==> src/acc_pkg.sv <==
// Constants shared by the comparator control block.
// Assumes an 8-bit register port and a single 125 MHz clock.
package acc_pkg;
  localparam logic [2:0] ADDR_PRIMARY_CONTROL = 3'h0;
  localparam logic [2:0] ADDR_INPUT_SELECT    = 3'h2;
  localparam logic [2:0] ADDR_REFERENCE_DIV   = 3'h4;
  localparam logic [2:0] ADDR_INTERRUPT_EN    = 3'h6;
  localparam logic [2:0] ADDR_STATUS          = 3'h7;
  localparam logic [2:0] ADDR_INT_MASK        = 3'h5;

  localparam logic [7:0] RST_PRIMARY_CONTROL = 8'h00;
  localparam logic [7:0] RST_INPUT_SELECT    = 8'h00;
  localparam logic [7:0] RST_REFERENCE_DIV   = 8'hFF;
  localparam logic [7:0] RST_INTERRUPT_EN    = 8'h00;
  localparam logic [7:0] RST_INT_MASK        = 8'h01;

  localparam int BIT_ENABLE      = 0;
  localparam int BIT_HYS_LO      = 1;
  localparam int BIT_LOW_POWER   = 3;
  localparam int BIT_EDGE_LO     = 4;
  localparam int BIT_PIN_DRIVE   = 6;
  localparam int BIT_STANDBY_RUN = 7;
  localparam int BIT_NEG_LO      = 0;
  localparam int BIT_POS_LO      = 3;
  localparam int BIT_INVERT      = 7;
  localparam int BIT_FLAG        = 0;
  localparam int BIT_STATE       = 4;

  localparam int SYNC_STAGES = 3;

  typedef enum logic [1:0] {
    ACC_EDGE_ANY      = 2'b00,
    ACC_EDGE_RESERVED = 2'b01,
    ACC_EDGE_FALL     = 2'b10,
    ACC_EDGE_RISE     = 2'b11
  } acc_edge_t;
endpackage

==> src/acc_sync.sv <==
// Multi-stage level synchroniser for the asynchronous comparator output.
// Assumes only the last stage is read outside.
`timescale 1ns/1ps
`default_nettype none
module acc_sync #(
  parameter int STAGES = 3
) (
  input  wire logic clk_sys, // System clock
  input  wire logic rst_b,   // Async reset, active low
  input  wire logic d_in,    // Asynchronous level
  output var  logic q_out    // Synchronised level
);
  logic [STAGES-1:0] sync_r;

  always_ff @(posedge clk_sys or negedge rst_b) begin
    if (!rst_b) begin
      sync_r <= '0;
    end else begin
      sync_r <= {sync_r[STAGES-2:0], d_in};
    end
  end

  assign q_out = sync_r[STAGES-1];
endmodule
`default_nettype wire

==> src/acc_comparator_ctrl.sv <==
// Register and control logic around an analog comparator core.
// Assumes the core and pin muxes are analog; core output is asynchronous.
//
// The plain strobed port was chosen for this implementation.
`timescale 1ns/1ps
`default_nettype none
module acc_comparator_ctrl (
  input  wire logic       clk_sys,        // System clock, 125 MHz
  input  wire logic       rst_b,          // Async reset, active low
  input  wire logic [2:0] reg_addr,       // Register address
  input  wire logic [7:0] reg_wdata,      // Write data
  input  wire logic       reg_wr,         // Write strobe
  input  wire logic       reg_rd,         // Read strobe
  output var  logic [7:0] reg_rdata,      // Read data, cycle after strobe
  input  wire logic       standby,        // Chip in standby sleep
  input  wire logic       core_out,       // Raw comparator result, async
  output var  logic       core_enable,    // Comparator core power on
  output var  logic [1:0] hysteresis_select,    // Hysteresis level to core
  output var  logic       low_power_select,     // Low-power mode to core
  output var  logic [1:0] positive_input_select, // Positive mux select
  output var  logic [1:0] negative_input_select, // Negative mux select
  output var  logic [7:0] divided_reference_level, // Reference divider code
  output var  logic       core_invert,    // Analog-path output inversion
  output var  logic       out_pin_o,      // Comparator output pin value
  output var  logic       out_pin_oe_b,   // Output pin enable, active low
  output var  logic       irq             // Interrupt request, level
);
  logic [7:0] primary_control_r;
  logic [7:0] input_select_r;
  logic [7:0] reference_div_r;
  logic [7:0] interrupt_enable_r;
  logic [7:0] int_mask_r;
  logic       flag_r;
  logic       state_prev_r;
  logic       core_sync;
  logic       state_now;
  logic       enabled;
  logic       edge_hit;
  logic       flag_nxt;
  acc_pkg::acc_edge_t edge_mode;

  function automatic logic wr_hit(input logic [2:0] a, input logic [2:0] target);
    wr_hit = reg_wr && (a == target);
  endfunction

  // Without standby run the block halts in standby sleep.
  assign enabled = primary_control_r[acc_pkg::BIT_ENABLE] &&
                   (!standby || primary_control_r[acc_pkg::BIT_STANDBY_RUN]);

  acc_sync #(
    .STAGES (acc_pkg::SYNC_STAGES)
  ) u_sync (
    .clk_sys (clk_sys),
    .rst_b   (rst_b),
    .d_in    (core_out),
    .q_out   (core_sync)
  );

  assign state_now = core_sync ^ input_select_r[acc_pkg::BIT_INVERT];
  assign edge_mode = acc_pkg::acc_edge_t'(primary_control_r[acc_pkg::BIT_EDGE_LO +: 2]);

  always_comb begin
    edge_hit = 1'b0;
    unique case (edge_mode)
      acc_pkg::ACC_EDGE_ANY:      edge_hit = state_now ^ state_prev_r;
      acc_pkg::ACC_EDGE_FALL:     edge_hit = state_prev_r && !state_now;
      acc_pkg::ACC_EDGE_RISE:     edge_hit = !state_prev_r && state_now;
      acc_pkg::ACC_EDGE_RESERVED: edge_hit = 1'b0;
    endcase
    edge_hit = edge_hit && enabled;
  end

  // Primary control
  always_ff @(posedge clk_sys or negedge rst_b) begin
    if (!rst_b) begin
      primary_control_r <= acc_pkg::RST_PRIMARY_CONTROL;
    end else if (wr_hit(reg_addr, acc_pkg::ADDR_PRIMARY_CONTROL)) begin
      primary_control_r <= reg_wdata;
    end
  end

  // Input select; bits 6:5 and 2 are not implemented
  always_ff @(posedge clk_sys or negedge rst_b) begin
    if (!rst_b) begin
      input_select_r <= acc_pkg::RST_INPUT_SELECT;
    end else if (wr_hit(reg_addr, acc_pkg::ADDR_INPUT_SELECT)) begin
      input_select_r <= reg_wdata & 8'h9B;
    end
  end

  always_ff @(posedge clk_sys or negedge rst_b) begin
    if (!rst_b) begin
      reference_div_r <= acc_pkg::RST_REFERENCE_DIV;
    end else if (wr_hit(reg_addr, acc_pkg::ADDR_REFERENCE_DIV)) begin
      reference_div_r <= reg_wdata;
    end
  end

  always_ff @(posedge clk_sys or negedge rst_b) begin
    if (!rst_b) begin
      interrupt_enable_r <= acc_pkg::RST_INTERRUPT_EN;
    end else if (wr_hit(reg_addr, acc_pkg::ADDR_INTERRUPT_EN)) begin
      interrupt_enable_r <= reg_wdata & 8'h01;
    end
  end

  always_ff @(posedge clk_sys or negedge rst_b) begin
    if (!rst_b) begin
      int_mask_r <= acc_pkg::RST_INT_MASK;
    end else if (wr_hit(reg_addr, acc_pkg::ADDR_INT_MASK)) begin
      int_mask_r <= reg_wdata & 8'h01;
    end
  end

  // Tracked even while disabled, so enabling never sees a stale edge
  always_ff @(posedge clk_sys or negedge rst_b) begin
    if (!rst_b) begin
      state_prev_r <= 1'b0;
    end else begin
      state_prev_r <= state_now;
    end
  end

  // New edge wins over a same-cycle clear
  always_comb begin
    flag_nxt = flag_r;
    if (wr_hit(reg_addr, acc_pkg::ADDR_STATUS) && reg_wdata[acc_pkg::BIT_FLAG]) begin
      flag_nxt = 1'b0;
    end
    if (edge_hit) begin
      flag_nxt = 1'b1;
    end
  end

  always_ff @(posedge clk_sys or negedge rst_b) begin
    if (!rst_b) begin
      flag_r <= 1'b0;
    end else begin
      flag_r <= flag_nxt;
    end
  end

  // Request built from the flag's next value, so it moves with the flag
  always_ff @(posedge clk_sys or negedge rst_b) begin
    if (!rst_b) begin
      irq <= 1'b0;
    end else begin
      irq <= flag_nxt && interrupt_enable_r[0] && int_mask_r[0];
    end
  end

  // Read data
  always_ff @(posedge clk_sys or negedge rst_b) begin
    if (!rst_b) begin
      reg_rdata <= 8'h00;
    end else if (reg_rd) begin
      unique case (reg_addr)
        acc_pkg::ADDR_PRIMARY_CONTROL: reg_rdata <= primary_control_r;
        acc_pkg::ADDR_INPUT_SELECT:    reg_rdata <= input_select_r;
        acc_pkg::ADDR_REFERENCE_DIV:   reg_rdata <= reference_div_r;
        acc_pkg::ADDR_INT_MASK:        reg_rdata <= int_mask_r;
        acc_pkg::ADDR_INTERRUPT_EN:    reg_rdata <= interrupt_enable_r;
        acc_pkg::ADDR_STATUS: begin
          reg_rdata <= {3'h0, state_now, 3'h0, flag_r};
        end
        default:                       reg_rdata <= 8'h00;
      endcase
    end else begin
      reg_rdata <= 8'h00;
    end
  end

  // Analog controls, registered so every output is a flop
  always_ff @(posedge clk_sys or negedge rst_b) begin
    if (!rst_b) begin
      core_enable             <= 1'b0;
      hysteresis_select       <= 2'h0;
      low_power_select        <= 1'b0;
      positive_input_select   <= 2'h0;
      negative_input_select   <= 2'h0;
      divided_reference_level <= acc_pkg::RST_REFERENCE_DIV;
      core_invert             <= 1'b0;
    end else begin
      core_enable             <= enabled;
      hysteresis_select       <= primary_control_r[acc_pkg::BIT_HYS_LO +: 2];
      low_power_select        <= primary_control_r[acc_pkg::BIT_LOW_POWER];
      positive_input_select   <= input_select_r[acc_pkg::BIT_POS_LO +: 2];
      negative_input_select   <= input_select_r[acc_pkg::BIT_NEG_LO +: 2];
      divided_reference_level <= reference_div_r;
      core_invert             <= input_select_r[acc_pkg::BIT_INVERT];
    end
  end

  // Pin copy is synchronised; a purely analog path would be faster
  always_ff @(posedge clk_sys or negedge rst_b) begin
    if (!rst_b) begin
      out_pin_o    <= 1'b0;
      out_pin_oe_b <= 1'b1;
    end else begin
      out_pin_o    <= state_now && enabled;
      out_pin_oe_b <= !(primary_control_r[acc_pkg::BIT_PIN_DRIVE] && enabled);
    end
  end
endmodule
`default_nettype wire

==> config.mk <==
export PLATFORM = sky130hd
export DESIGN_NAME = acc_comparator_ctrl
export DESIGN_NICKNAME = d
export VERILOG_FILES = /design/src/acc_pkg.sv /design/src/acc_sync.sv /design/src/acc_comparator_ctrl.sv
export SDC_FILE = /design/constraint.sdc
export NUM_CORES = 1
export LEC_CHECK = 0
export BUFFER_PORTS_ARGS = -buffer_cell sky130_fd_sc_hd__buf_2
export CAP_MARGIN = 10
export CORE_UTILIZATION = 30
export DETAILED_ROUTE_END_ITERATION = 8
export GPL_TIMING_DRIVEN = 0
export SLEW_MARGIN = 25
export SYNTH_ARGS = -nofsm -noshare
export SYNTH_HDL_FRONTEND = slang
export SYNTH_SLANG_ARGS = --single-unit
==> constraint.sdc <==
create_clock -name clk_sys -period 3.15 [get_ports clk_sys]
set_input_delay 0.63 -clock clk_sys [delete_from_list [all_inputs] [get_ports clk_sys]]
set_output_delay 0.63 -clock clk_sys [all_outputs]
set_load 0.005 [all_outputs]
==> results.sh <==
export IMPL_status="completed"
export IMPL_track_usage=0.120
export IMPL_yosysWarnings=0
export IMPL_finalInstanceArea_um2=2560
export IMPL_grt_pass1_vias=1255
export IMPL_grt_max_degree=57
export IMPL_core_rowCount=30
export IMPL_die_w_um=86.1
export IMPL_slew_headroom=0.528
export IMPL_crit_chain="buf_2, nor4b_4, mux2_2"
export IMPL_yosys_area_share_adder=0
export IMPL_start_util=0.311
export IMPL_crit_type="input pin to flop"
export IMPL_cts_root_buffer="clkbuf_8"
export IMPL_drtIter0Drc=50
export IMPL_cts_clk_slew_worst_paths_ps=100
export IMPL_synth_edf_count=0
export IMPL_synth_area_leaders="dfrtp_1, dfstp_2, mux2_2"
export IMPL_nNetsFinal=211
export IMPL_cts_buffers=5
export IMPL_grt_pass1_wl_mm=6.65
export IMPL_rr_endpoint="irq$_DFF_PN0_"
export IMPL_hold_path_class="input pin to asynchronous set/reset pin"
export IMPL_netlist_area_um2=2120
export IMPL_synth_ff_type="dfrtp_1"
export IMPL_hold_violations=0
export IMPL_synth_top_family_by_area="multiplexers"
export IMPL_wl_met3_um=171
export IMPL_yosys_area_share_simple=0.0919
export IMPL_ant_nets=0
export IMPL_tightest_slew_ps=705
export IMPL_worstSetupStartpointType="input pin"
export IMPL_tritoncts="yes"
export IMPL_critical_path_max_stage_delay_ps=660
export IMPL_final_cell_mix="buf_2, dfrtp_1, mux2_2"
export IMPL_synth_fp_nets=162
export IMPL_async_reset_ff_frac=1.00
export IMPL_cp_end_kind="flop"
export IMPL_clockBufferDepth=2
export IMPL_placed_area_um2=2460
export IMPL_synthXorXnorAreaFrac=0.0124
export IMPL_seq_area_frac_synth=0.671
export IMPL_die_y_um=86.1
export IMPL_p_leak_nw=1.18
export IMPL_cts_setup_buffers=0
export IMPL_nFillCells=686
export IMPL_fmax_mhz=606
export IMPL_multiInputGateArea_um2=651
export IMPL_ys_seq_elements=56
export IMPL_gp_congestion=0.723
export IMPL_m1WireLength_mm=1.87
export IMPL_clkSinkCount=56
export IMPL_routed_wirelength_mm=4.10
export IMPL_slowest_stage="nor4b_4"
export IMPL_ctsResizeCount=0
export IMPL_fin_crit_sh=0.524
export IMPL_worst_clock_skew_ps=8.17
export IMPL_drv_cap=0
export IMPL_synth_avg_cell_area_um2=14.6
export IMPL_dieArea_um2=7420
export IMPL_via_count=1280
export IMPL_post_route_drc_count=0
export IMPL_hpwl_mm=2.84
export IMPL_power_density_nw_per_um2=661
export IMPL_reg2reg_depth=4
export IMPL_setup_viol=0
export IMPL_rsz0062_at_grt="no"
export IMPL_portBuffers=42
export IMPL_overflow=0
export IMPL_antenna_found_initial=0
export IMPL_regToRegStartpoint="input_select_r[7]$_DFFE_PN0P_"
export IMPL_dr_pass1_iters=4
export IMPL_synth_top_area_frac=0.448
export IMPL_fin_crit_ps=1650
export IMPL_crit_buf_inv=1
export IMPL_wl_per_cell_um=14.1
export IMPL_met2_length_mm=1.99
export IMPL_viasPerCell=4.40
export IMPL_area_growth_pct=20.7
export IMPL_synthMuxAreaShare=0.154
export IMPL_pin_count=45
export IMPL_num_antenna_cells=0
export IMPL_synth_compound_area_share=0.0477
export IMPL_postCtsHoldBufs=0
export IMPL_seq_area_um2=1420
export IMPL_ir_drop_uv=197
export IMPL_required_ps=3340
export IMPL_setup_tns_ps=0
export IMPL_layout_commonest_cell="buf_2"
export IMPL_core_um2=6830
export IMPL_cp_max_fo=9
export IMPL_maxSlewViolCount=0
export IMPL_drive_gt1_frac=0.508
export IMPL_clk_latency_ps=310
export IMPL_startpoint="reg_addr[0]"
export IMPL_path_delay_family="simple AND/OR/NAND/NOR gates"
export IMPL_synth_cells=145
export IMPL_ff2ff_setup_slack_ps=1630
export IMPL_critPathArrivalTime_ps=1840
export IMPL_highest_layer="met4"
export IMPL_synth_area_leader_cell="dfrtp_1"
export IMPL_synth_cell_types=30
export IMPL_cts_htree_levels=2
-- layer usage --
metal,vias to the layer above,track usage
met2,25,0.189
met5,-,0
met4,0,0.0455
li1,596,-
met1,653,0.156
met3,6,0.0337
-- report_power, final --
| part | switching (mW) | leakage (nW) | internal (mW) |
|---|---|---|---|
| clock | 0.224 | 0.0552 | 0.236 |
| sequential | 0.0738 | 0.658 | 0.892 |
| combinational | 0.124 | 0.462 | 0.145 |
| total | 0.421 | 1.18 | 1.27 |
-- area by class of cell --
class / instances / share of cell area
multi-input combinational: 79 / 0.254
timing repair buffer: 42 / 0.0830
sequential: 56 / 0.555
clock buffer: 6 / 0.0283
buffer: 5 / 0.0117
tap: 96 / 0.0469
inverter: 5 / 0.00732
clock inverter: 2 / 0.0137
-- flip-flops by register name (all words and copies together), names as in the netlist, 2 cells and up --
signal	count
reg_rdata	8
hysteresis_select	2
positive_input_select	2
u_sync.sync_r	3
primary_control_r	8
input_select_r	5
divided_reference_level	8
reference_div_r	8
negative_input_select	2
-- per-stage QoR --
step | cells | total power [mW] | worst slack, ps | hold slack, ps | util
floorplan | 145 | 1.12 | 1430 | 331 | -
global placement | 283 | 1.24 | 1180 | 332 | 0.359
detailed placement | 283 | 1.26 | 1170 | 336 | 0.360
CTS | 291 | 1.72 | 1500 | 360 | 0.375
global route | 291 | 1.79 | 1430 | 367 | 0.375
finish | 291 | 1.69 | 1500 | 348 | 0.375
-- cell usage after synthesis (2+ instances only) --
cell type / count
mux2i_1: 8
mux2_2: 22
or2_2: 2
nand4b_1: 2
xnor2_1: 3
dfrtp_1: 38
nand2b_1: 2
inv_1: 5
o21ai_0: 4
nand3b_1: 2
buf_2: 3
nor2_1: 7
nand2_1: 9
dfstp_2: 18
nand3_1: 2
a21oi_1: 4
-- worst max-delay path by stage --
stage | endpoint | cells past startpoint
global route | irq$_DFF_PN0_ | 4
finish | primary_control_r[0]$_DFFE_PN0P_ | 3
detailed placement | primary_control_r[5]$_DFFE_PN0P_ | 3
global placement | primary_control_r[5]$_DFFE_PN0P_ | 3
floorplan | primary_control_r[0]$_DFFE_PN0P_ | 3
CTS | primary_control_r[0]$_DFFE_PN0P_ | 3
-- logic make-up after synthesis --
kind of cell / after synthesis
AO/OA/AOI/OAI: 15
XOR/XNOR: 3
buffers and inverters: 10
flip-flops: 56
multiplexers: 30
AND/OR/NAND/NOR: 31
(Power assumes the default switching activity.)
